File: src/fpg_pkg.sv
// Package for the four pin configuration port: register map, fields, resets
package fpg_pkg;

    // ----------------------------------------------------------------
    // Register indices (byte address is four times the index)
    // ----------------------------------------------------------------
    localparam logic [6:0] FPG_IDX_PIN1_CONFIG        = 7'h58;
    localparam logic [6:0] FPG_IDX_PIN2_CONFIG        = 7'h59;
    localparam logic [6:0] FPG_IDX_PIN3_CONFIG        = 7'h5A;
    localparam logic [6:0] FPG_IDX_PIN4_CONFIG        = 7'h5B;
    localparam logic [6:0] FPG_IDX_PIN_INPUT_READBACK = 7'h5C;

    // ----------------------------------------------------------------
    // Bus and port widths
    // ----------------------------------------------------------------
    localparam int FPG_ADR_W  = 9;
    localparam int FPG_DAT_W  = 32;
    localparam int FPG_SEL_W  = 4;
    localparam int FPG_PINS   = 4;

    // ----------------------------------------------------------------
    // Pin configuration field positions
    // ----------------------------------------------------------------
    localparam int FPG_CFG_CMP_EN_POS   = 4;
    localparam int FPG_CFG_LINK_POS     = 3;
    localparam int FPG_CFG_DIR_IN_POS   = 2;
    localparam int FPG_CFG_PULL_UP_POS  = 1;
    localparam int FPG_CFG_OD_LOW_POS   = 0;

    // Read-back field positions
    localparam int FPG_RDB_LEVEL_LSB    = 4;
    localparam int FPG_RDB_THRESH_POS   = 0;

    // ----------------------------------------------------------------
    // Field layouts
    // ----------------------------------------------------------------
    typedef struct packed {
        logic pin_comparator_enable;
        logic pin_link_control_select;
        logic pin_direction_input;
        logic pin_pull_select;
        logic pin_open_drain_level;
    } fpg_cfg_s;

    typedef struct packed {
        logic [FPG_PINS-1:0] pin_input_level;
        logic                input_threshold_select;
    } fpg_rdb_s;

    // ----------------------------------------------------------------
    // Reset values
    // ----------------------------------------------------------------
    localparam fpg_cfg_s FPG_CFG_RESET = '{
        pin_comparator_enable:   1'b1,
        pin_link_control_select: 1'b1,
        pin_direction_input:     1'b0,
        pin_pull_select:         1'b0,
        pin_open_drain_level:    1'b0
    };
    localparam logic [FPG_PINS-1:0] FPG_LEVEL_RESET  = 4'h0;
    localparam logic                FPG_THRESH_RESET = 1'b0;

endpackage : fpg_pkg

File: src/fpg_top.sv
// Four pin configuration port with a classic Wishbone register slave
//
// Register access over Wishbone is this design's own decision.
`timescale 1ns/1ns

module fpg_top (
    // Clock, reset, enable
    input  wire logic                           i_clk,
    input  wire logic                           i_rst_n,
    input  wire logic                           i_ce,
    // Wishbone classic slave
    input  wire logic                           i_wb_cyc,
    input  wire logic                           i_wb_stb,
    input  wire logic                           i_wb_we,
    input  wire logic [fpg_pkg::FPG_ADR_W-1:0]  i_wb_adr,
    input  wire logic [fpg_pkg::FPG_SEL_W-1:0]  i_wb_sel,
    input  wire logic [fpg_pkg::FPG_DAT_W-1:0]  i_wb_dat,
    output logic      [fpg_pkg::FPG_DAT_W-1:0]  o_wb_dat,
    output logic                                o_wb_ack,
    // Power-line link pin commands
    input  wire logic [fpg_pkg::FPG_PINS-1:0]   i_link_pull_low,
    // Pins
    input  wire logic [fpg_pkg::FPG_PINS-1:0]   i_pin_i,
    output logic      [fpg_pkg::FPG_PINS-1:0]   o_pin_o,
    output logic      [fpg_pkg::FPG_PINS-1:0]   o_pin_oe,
    output logic      [fpg_pkg::FPG_PINS-1:0]   o_pull_up_en,
    output logic      [fpg_pkg::FPG_PINS-1:0]   o_pull_down_en,
    output logic      [fpg_pkg::FPG_PINS-1:0]   o_cmp_en,
    output logic                                o_threshold_sel
);
    import fpg_pkg::*;

    // ----------------------------------------------------------------
    // Helpers
    // ----------------------------------------------------------------
    // Pin number 0..3 of a config index, or 4 when not a config register
    function automatic logic [2:0] cfg_pin(input logic [6:0] idx);
        logic [2:0] p;
        p = 3'h4;
        if (idx == FPG_IDX_PIN1_CONFIG) begin
            p = 3'h0;
        end else if (idx == FPG_IDX_PIN2_CONFIG) begin
            p = 3'h1;
        end else if (idx == FPG_IDX_PIN3_CONFIG) begin
            p = 3'h2;
        end else if (idx == FPG_IDX_PIN4_CONFIG) begin
            p = 3'h3;
        end
        return p;
    endfunction : cfg_pin

    function automatic logic [FPG_DAT_W-1:0] cfg_word(input fpg_cfg_s c);
        return {27'h0000000, c};
    endfunction : cfg_word

    // ----------------------------------------------------------------
    // Bus decode
    // ----------------------------------------------------------------
    fpg_cfg_s                 cfg_q [FPG_PINS];
    logic [FPG_PINS-1:0]      level_q;
    logic                     thresh_q;
    logic                     req;
    logic                     wr_stb;
    logic                     rd_stb;
    logic [6:0]               idx;
    logic                     aligned;
    logic [2:0]               pin_sel;

    assign req     = i_wb_cyc && i_wb_stb && !o_wb_ack;
    assign idx     = i_wb_adr[8:2];
    assign aligned = (i_wb_adr[1:0] == 2'h0);
    assign pin_sel = cfg_pin(idx);
    assign wr_stb  = req && i_wb_we && aligned && i_wb_sel[0];
    assign rd_stb  = req && !i_wb_we;

    // ----------------------------------------------------------------
    // Acknowledge: one cycle after the request, every address
    // ----------------------------------------------------------------
    always_ff @(posedge i_clk) begin
        if (!i_rst_n) begin
            o_wb_ack <= 1'b0;
        end else if (i_ce) begin
            o_wb_ack <= req;
        end
    end

    // ----------------------------------------------------------------
    // Read data; unmapped addresses read zero
    // ----------------------------------------------------------------
    always_ff @(posedge i_clk) begin
        if (!i_rst_n) begin
            o_wb_dat <= 32'h00000000;
        end else if (i_ce && rd_stb) begin
            if (!aligned) begin
                o_wb_dat <= 32'h00000000;
            end else if (pin_sel != 3'h4) begin
                o_wb_dat <= cfg_word(cfg_q[pin_sel[1:0]]);
            end else if (idx == FPG_IDX_PIN_INPUT_READBACK) begin
                o_wb_dat <= {24'h000000, level_q, 3'h0, thresh_q};
            end else begin
                o_wb_dat <= 32'h00000000;
            end
        end
    end

    // ----------------------------------------------------------------
    // Pin configuration registers
    // ----------------------------------------------------------------
    always_ff @(posedge i_clk) begin
        if (!i_rst_n) begin
            for (int i = 0; i < FPG_PINS; i++) begin
                cfg_q[i] <= FPG_CFG_RESET;
            end
        end else if (i_ce && wr_stb && pin_sel != 3'h4) begin
            cfg_q[pin_sel[1:0]] <= fpg_cfg_s'(i_wb_dat[4:0]);
        end
    end

    // ----------------------------------------------------------------
    // Threshold select
    // ----------------------------------------------------------------
    always_ff @(posedge i_clk) begin
        if (!i_rst_n) begin
            thresh_q <= FPG_THRESH_RESET;
        end else if (i_ce && wr_stb && idx == FPG_IDX_PIN_INPUT_READBACK) begin
            thresh_q <= i_wb_dat[FPG_RDB_THRESH_POS];
        end
    end

    // ----------------------------------------------------------------
    // Input levels, held at zero while the comparator is off
    // ----------------------------------------------------------------
    always_ff @(posedge i_clk) begin
        if (!i_rst_n) begin
            level_q <= FPG_LEVEL_RESET;
        end else if (i_ce) begin
            for (int i = 0; i < FPG_PINS; i++) begin
                level_q[i] <= cfg_q[i].pin_comparator_enable && i_pin_i[i];
            end
        end
    end

    // ----------------------------------------------------------------
    // Pin drivers
    // ----------------------------------------------------------------
    always_ff @(posedge i_clk) begin
        if (!i_rst_n) begin
            o_pin_o        <= 4'h0;
            o_pin_oe       <= 4'h0;
            o_pull_up_en   <= 4'h0;
            o_pull_down_en <= 4'h0;
            o_cmp_en       <= 4'hF;
            o_threshold_sel <= FPG_THRESH_RESET;
        end else if (i_ce) begin
            o_pin_o         <= 4'h0;
            o_threshold_sel <= thresh_q;
            for (int i = 0; i < FPG_PINS; i++) begin
                o_cmp_en[i] <= cfg_q[i].pin_comparator_enable;
                // Pulls only when the pin is an input
                o_pull_up_en[i]   <= cfg_q[i].pin_direction_input &&
                                     cfg_q[i].pin_pull_select;
                o_pull_down_en[i] <= cfg_q[i].pin_direction_input &&
                                     !cfg_q[i].pin_pull_select;
                if (cfg_q[i].pin_direction_input) begin
                    o_pin_oe[i] <= 1'b0;
                end else if (cfg_q[i].pin_link_control_select) begin
                    o_pin_oe[i] <= i_link_pull_low[i];
                end else begin
                    o_pin_oe[i] <= cfg_q[i].pin_open_drain_level;
                end
            end
        end
    end

    // ----------------------------------------------------------------
    // Assertions
    // ----------------------------------------------------------------
    // Reset in antecedents: no attempt from the last reset edge
    property p_cfg_reset_cmp;
        @(posedge i_clk) $rose(i_rst_n) |->
            (cfg_q[0].pin_comparator_enable && cfg_q[3].pin_comparator_enable &&
             o_cmp_en == 4'hF);
    endproperty
    a_cfg_reset_cmp: assert property (p_cfg_reset_cmp)
        else $error("comparator enable not set after reset");

    property p_cfg_reset_link;
        @(posedge i_clk) $rose(i_rst_n) |->
            (cfg_q[0].pin_link_control_select && cfg_q[1].pin_link_control_select &&
             cfg_q[2].pin_link_control_select && cfg_q[3].pin_link_control_select);
    endproperty
    a_cfg_reset_link: assert property (p_cfg_reset_link)
        else $error("link control not selected after reset");

    property p_rdb_reset;
        @(posedge i_clk) $rose(i_rst_n) |-> (level_q == 4'h0 && !thresh_q &&
            !cfg_q[0].pin_direction_input && o_pin_oe == 4'h0);
    endproperty
    a_rdb_reset: assert property (p_rdb_reset)
        else $error("read-back or direction not cleared by reset");

    for (genvar g = 0; g < FPG_PINS; g++) begin : g_pin_chk
        property p_input_no_drive;
            @(posedge i_clk) disable iff (!i_rst_n)
                (i_rst_n && i_ce && cfg_q[g].pin_direction_input) |=> !o_pin_oe[g];
        endproperty
        a_input_no_drive: assert property (p_input_no_drive)
            else $error("input pin is driven");

        property p_pull_only_input;
            @(posedge i_clk) disable iff (!i_rst_n)
                (i_rst_n && i_ce) |=> ((o_pull_up_en[g] || o_pull_down_en[g]) ==
                          $past(cfg_q[g].pin_direction_input)) &&
                         (o_pull_up_en[g] == ($past(cfg_q[g].pin_direction_input) &&
                          $past(cfg_q[g].pin_pull_select)));
        endproperty
        a_pull_only_input: assert property (p_pull_only_input)
            else $error("pull resistor wrong for pin configuration");

        property p_local_od;
            @(posedge i_clk) disable iff (!i_rst_n)
                (i_rst_n && i_ce && !cfg_q[g].pin_direction_input &&
                 !cfg_q[g].pin_link_control_select) |=>
                (o_pin_oe[g] == $past(cfg_q[g].pin_open_drain_level)) && !o_pin_o[g];
        endproperty
        a_local_od: assert property (p_local_od)
            else $error("local open-drain output wrong");

        property p_link_od;
            @(posedge i_clk) disable iff (!i_rst_n)
                (i_rst_n && i_ce && !cfg_q[g].pin_direction_input &&
                 cfg_q[g].pin_link_control_select) |=>
                o_pin_oe[g] == $past(i_link_pull_low[g]);
        endproperty
        a_link_od: assert property (p_link_od)
            else $error("link-controlled output does not follow link");

        property p_level_sample;
            @(posedge i_clk) disable iff (!i_rst_n)
                (i_rst_n && i_ce) |=> level_q[g] == ($past(i_pin_i[g]) &&
                                        $past(cfg_q[g].pin_comparator_enable));
        endproperty
        a_level_sample: assert property (p_level_sample)
            else $error("input level read-back wrong");

        property p_cfg_write;
            @(posedge i_clk) disable iff (!i_rst_n)
                (i_rst_n && i_ce && wr_stb && pin_sel == 3'(g)) |=>
                cfg_q[g] == fpg_cfg_s'($past(i_wb_dat[4:0]));
        endproperty
        a_cfg_write: assert property (p_cfg_write)
            else $error("config write not applied");
    end

    property p_thresh_write;
        @(posedge i_clk) disable iff (!i_rst_n)
            (i_ce && wr_stb && idx == FPG_IDX_PIN_INPUT_READBACK) ##1 i_ce |=>
            o_threshold_sel == $past(i_wb_dat[0], 2);
    endproperty
    a_thresh_write: assert property (p_thresh_write)
        else $error("threshold select write not applied");

    property p_ack_one;
        @(posedge i_clk) disable iff (!i_rst_n)
            (i_rst_n && i_ce && req) |=> o_wb_ack ##1 (!o_wb_ack || !i_ce);
    endproperty
    a_ack_one: assert property (p_ack_one)
        else $error("ack not a single cycle after request");

    property p_rdb_read;
        @(posedge i_clk) disable iff (!i_rst_n)
            (i_rst_n && i_ce && rd_stb && aligned && idx == FPG_IDX_PIN_INPUT_READBACK) |=>
            (o_wb_dat == {24'h000000, $past(level_q), 3'h0, $past(thresh_q)});
    endproperty
    a_rdb_read: assert property (p_rdb_read)
        else $error("read-back word wrong");

    property p_ce_freeze;
        @(posedge i_clk) disable iff (!i_rst_n)
            (i_rst_n && !i_ce) |=> $stable(o_pin_oe) && $stable(level_q) &&
                                   $stable(thresh_q) && $stable(cfg_q[0]);
    endproperty
    a_ce_freeze: assert property (p_ce_freeze)
        else $error("state moved while clock enable low");

    c_cfg_write: cover property (@(posedge i_clk) disable iff (!i_rst_n)
        i_ce && wr_stb && pin_sel != 3'h4);
    c_link_drive: cover property (@(posedge i_clk) disable iff (!i_rst_n)
        o_pin_oe[0] && cfg_q[0].pin_link_control_select);
    c_rdb_read: cover property (@(posedge i_clk) disable iff (!i_rst_n)
        i_ce && rd_stb && idx == FPG_IDX_PIN_INPUT_READBACK && level_q != 4'h0);
    c_ce_freeze: cover property (@(posedge i_clk) disable iff (!i_rst_n)
        !i_ce && o_pin_oe != 4'h0);
    c_pull_up: cover property (@(posedge i_clk) disable iff (!i_rst_n)
        o_pull_up_en != 4'h0);

endmodule : fpg_top

File: config.mk
export PLATFORM = sky130hd
export DESIGN_NAME = fpg_top
export DESIGN_NICKNAME = d
export VERILOG_FILES = /design/src/fpg_pkg.sv /design/src/fpg_top.sv
export SDC_FILE = /design/constraint.sdc
export NUM_CORES = 1
export LEC_CHECK = 0
export BUFFER_PORTS_ARGS = -buffer_cell sky130_fd_sc_hd__buf_2
export CAP_MARGIN = 25
export CORE_UTILIZATION = 49
export CTS_BUF_LIST = sky130_fd_sc_hd__clkbuf_4 sky130_fd_sc_hd__clkbuf_8
export DETAILED_ROUTE_END_ITERATION = 10
export PLACE_DENSITY_LB_ADDON = 0.2
export SYNTH_ARGS = -nofsm -noshare
export SYNTH_HDL_FRONTEND = slang
export SYNTH_SLANG_ARGS = --single-unit
File: constraint.sdc
create_clock -name i_clk -period 2.4 [get_ports i_clk]
set_clock_uncertainty 0.2 [all_clocks]
set_input_delay 0.12 -clock i_clk [delete_from_list [all_inputs] [get_ports i_clk]]
set_output_delay 0.12 -clock i_clk [all_outputs]
set_load 0.01 [all_outputs]
==> implementation parameters <==
Parameter                              Value

Floorplan
  Effective utilization at floorplan ... 51.8%
  Total I/O pin count ... 113
  Floorplan core area ... 4820 um^2
  Die Outline Area ... 5380 um^2
  Die extent in x ... 73.3 um
  Cell Rows ... 25
  Vertical extent of the die ... 73.3 um

CTS
  Post-CTS setup buffer count ... 0
  Largest buffer count on any clock path ... 2
  Post-CTS clock slew at the launch and capture registers of the worst setup and hold paths ... 90 ps
  Htree depth ... 2
  Clock Sink Count ... 51
  Clk root buf ... sky130_fd_sc_hd__clkbuf_8
  Count of hold buffers inserted by post-cts repair ... 16
  Worst-Skew Late Latency ... 300 ps
  Number of gates given a new drive strength after cts ... 0
  Number of buffers created by CTS ... 5
  TritonCTS clock tree ... yes

Setup path
  Bufs and invs on worst path ... 2
  Delay of the slowest cell on the worst path ... 520 ps
  Critical Path, Cell by Cell ... dlygate4sd3_1 > buf_2 > nand4b_4 > nor3_1 > or3b_1 > o21ai_1
  Critical setup path kind ... primary input to flip-flop
  Worst Path Max Fanout ... 6
  Worst EP arrival ... 2020 ps
  Highest-delay cell along the critical path ... sky130_fd_sc_hd__dlygate4sd3_1
  Critical path's top delay family ... simple AND/OR/NAND/NOR gates
  Worst Setup Start Kind ... primary input
  Crit. End Element ... flip-flop
  Required time of the worst setup path ... 2150 ps

Finish
  Final-stage net count ... 362
  Final standard cell count with taps included and fillers excluded ... 371
  Antenna fix cells ... 0
  Fillcell total ... 461
  Multi-input logic area ... 1070 um^2
  Ratio of cells with drive above 1 in the final layout ... 26.3%
  Register Area ... 1220 um^2
  Layout overhead on the synthesized area ... 18.5%

Drt
  Post-DR wirelength/cell ... 12.9 um
  Residual DRC ... 0
  Starting DRT DRC Count ... 69
  Post-DR vias/cell ... 4.84
  Wirelength, routed ... 4780 um
  Via Count ... 1797
  Number of detailed-route iterations in the first pass ... 4
  ANT nets after route ... 0

Yosys
  Number of enable-type register cells in the synthesized netlist ... 20
  Top flip-flop cell by instance count after synthesis ... sky130_fd_sc_hd__dfxtp_1
  Per-instance average area after synthesis ... 10.7 um^2
  Cells after Synth ... 233
  Yosys warns ... 0
  Distinct cell type count after synthesis ... 36
  Total standard cell area after synthesis ... 2490 um^2
  Part of the Yosys area used for sequential elements ... 49.0%
  Proportion of synthesized flip-flops having asynchronous set or reset ... 0%
  Number of synthesized register bits ... 51

Global routing
  Busiest layer in global routing ... met2
  Pin count of the biggest net entering global routing ... 35
  Global-route usage over all layers ... 19.6%
  Met1 GRT Util ... 25.6%
  Initial antenna violation count ... 0
  Overflow left after global routing ... 0
  Number of global-route vias before repair ... 1632
  Wire length of the first global-routing pass ... 7800 um
  Met3 global-route usage ... 3.43%
  Met2 usage in global routing ... 32.3%

Pwr
  Pwr Total ... 1600 uW
  Power Density ... 542 nW/um^2
  Leak ... 0.00131 uW
  Max IR drop VDD ... 353 uV

STA
  Worst Max-Slew Pin Slew ... 519 ps
  RSZ-0062 raised after global routing ... false
  Number of failing hold endpoints at the final stage ... 0
  Worst path setup slack after routing ... 128 ps
  Worst slack on hold paths ... 8.11 ps
  Shortest clock period the worst path allows after layout ... 2270 ps
  Max Transition Viols Final ... 0
  Sum of negative setup slack ... 0 ps
  Final cycle utilization of the critical path ... 94.7%
  Worst slew margin ... 65.2%
  Peak clock frequency supported by timing ... 0.440 GHz
  Count of final setup violators ... 0

Min path
  Kind of path behind the tightest hold check ... primary input to flip-flop

Place
  Pre-CTS setup slack ... 198 ps
  Port Buffer Count ... 54
  # placed instances ... 347
  Final HPWL DP ... 3530 um
  Final RePlAce weighted congestion ... 0.886

Job
  Number of max-cap violations ... 0

Outcome
  Outcome ... finished clean
cell usage after synthesis, types with 4 or more instances:
| master | number | share of area [%] |
|---|---|---|
| sky130_fd_sc_hd__mux4_2 | 5 | 4.5 |
| sky130_fd_sc_hd__buf_4 | 28 | 8.4 |
| sky130_fd_sc_hd__a21oi_1 | 14 | 2.8 |
| sky130_fd_sc_hd__buf_2 | 4 | 0.80 |
| sky130_fd_sc_hd__and3_1 | 9 | 2.3 |
| sky130_fd_sc_hd__edfxtp_1 | 20 | 24 |
| sky130_fd_sc_hd__nand2b_1 | 16 | 4.0 |
| sky130_fd_sc_hd__dfxtp_1 | 31 | 25 |
| sky130_fd_sc_hd__nand3b_1 | 8 | 2.4 |
| sky130_fd_sc_hd__nor2_1 | 16 | 2.4 |
| sky130_fd_sc_hd__nand3_1 | 11 | 2.2 |
| sky130_fd_sc_hd__nand2_1 | 12 | 1.8 |
| sky130_fd_sc_hd__clkbuf_1 | 4 | 0.60 |
| sky130_fd_sc_hd__mux2i_1 | 13 | 5.2 |
| sky130_fd_sc_hd__inv_1 | 5 | 0.75 |
final timing paths:
check | start | endpoint | slack (ps) | depth (start not counted)
setup / recovery | i_ce | cfg_q[1][0]$_SDFFCE_PN0P_ | 130 | 6
hold reg to reg | o_wb_dat[3]$_SDFFE_PN0P_ | o_wb_dat[3]$_SDFFE_PN0P_ | 260 | 2
setup reg to reg | o_wb_ack$_SDFFE_PN0P_ | cfg_q[1][0]$_SDFFCE_PN0P_ | 210 | 4
hold / removal | i_link_pull_low[2] | o_pin_oe[2]$_SDFFE_PN0P_ | 8 | 5
cell type report:
type                    instances  area share [%]
clock inverters                 3           0.635
multi-input cells             164            36.3
flip-flops and latches         51            41.3
inverters                       6           0.762
well taps                      67            2.84
clock buffers                   5            2.33
repair buffers                 75            15.8
logic make-up after synthesis:
family / after synthesis / share of synthesized area [%]
flip-flops: 51 / 49.0
AND/OR/NAND/NOR: 88 / 21.6
multiplexers: 18 / 9.73
AO/OA/AOI/OAI: 30 / 7.48
buffers and inverters: 45 / 12.1
other: 1 / 0.150
sequential cells by signal (all words and copies together) (netlist names):
signal,count
cfg_q,20
level_q,4
o_cmp_en,4
o_pin_oe,4
o_pull_down_en,4
o_pull_up_en,4
o_threshold_sel,1
o_wb_ack,1
o_wb_dat,8
thresh_q,1
stage by stage:
step | instance area [um^2] | utilization (%)
after floorplan | 2590 | -
after global placement | 2710 | 56.2
after detailed placement | 2710 | 56.2
after CTS | 2960 | 61.4
after global routing | 2960 | 61.4
final | 2960 | 61.4
layout by cell type, fill, tap and decap left out, types with 3 or more instances in the layout:
cell type	n
sky130_fd_sc_hd__buf_2	54
sky130_fd_sc_hd__edfxtp_1	20
sky130_fd_sc_hd__nand3b_1	8
sky130_fd_sc_hd__buf_4	5
sky130_fd_sc_hd__conb_1	28
sky130_fd_sc_hd__and3_1	9
sky130_fd_sc_hd__mux2i_1	13
sky130_fd_sc_hd__nand2b_1	16
sky130_fd_sc_hd__clkbuf_8	5
sky130_fd_sc_hd__and2_2	3
sky130_fd_sc_hd__o21ai_0	3
sky130_fd_sc_hd__inv_1	5
sky130_fd_sc_hd__nor2_1	16
sky130_fd_sc_hd__nand3_1	11
sky130_fd_sc_hd__mux4_2	5
sky130_fd_sc_hd__dfxtp_1	31
sky130_fd_sc_hd__a21oi_1	14
sky130_fd_sc_hd__o21ai_1	3
sky130_fd_sc_hd__dlygate4sd3_1	16
sky130_fd_sc_hd__nand2_1	12
sky130_fd_sc_hd__a22o_1	3
worst register-to-register path: stages, from the launching register on:
cell,delay [ps]
sky130_fd_sc_hd__dfxtp_1,330
sky130_fd_sc_hd__nand4b_4,220
sky130_fd_sc_hd__nor3_1,190
sky130_fd_sc_hd__or3b_1,460
sky130_fd_sc_hd__o21ai_1,440
per-layer routing:
layer	wire, um	part of all wire (%)	vias to the layer above
met3	228	4.8	8
li1	-	-	895
met2	2240	47	63
met4	97	2.0	0
met5	0	0	-
met1	2210	46	831
power breakdown:
part	internal [uW]	total (uW)	switching [uW]
logic	81.9	183	101
clock network	205	480	275
registers	921	937	16.2
total	1210	1600	392
(Power assumes the default switching activity.)
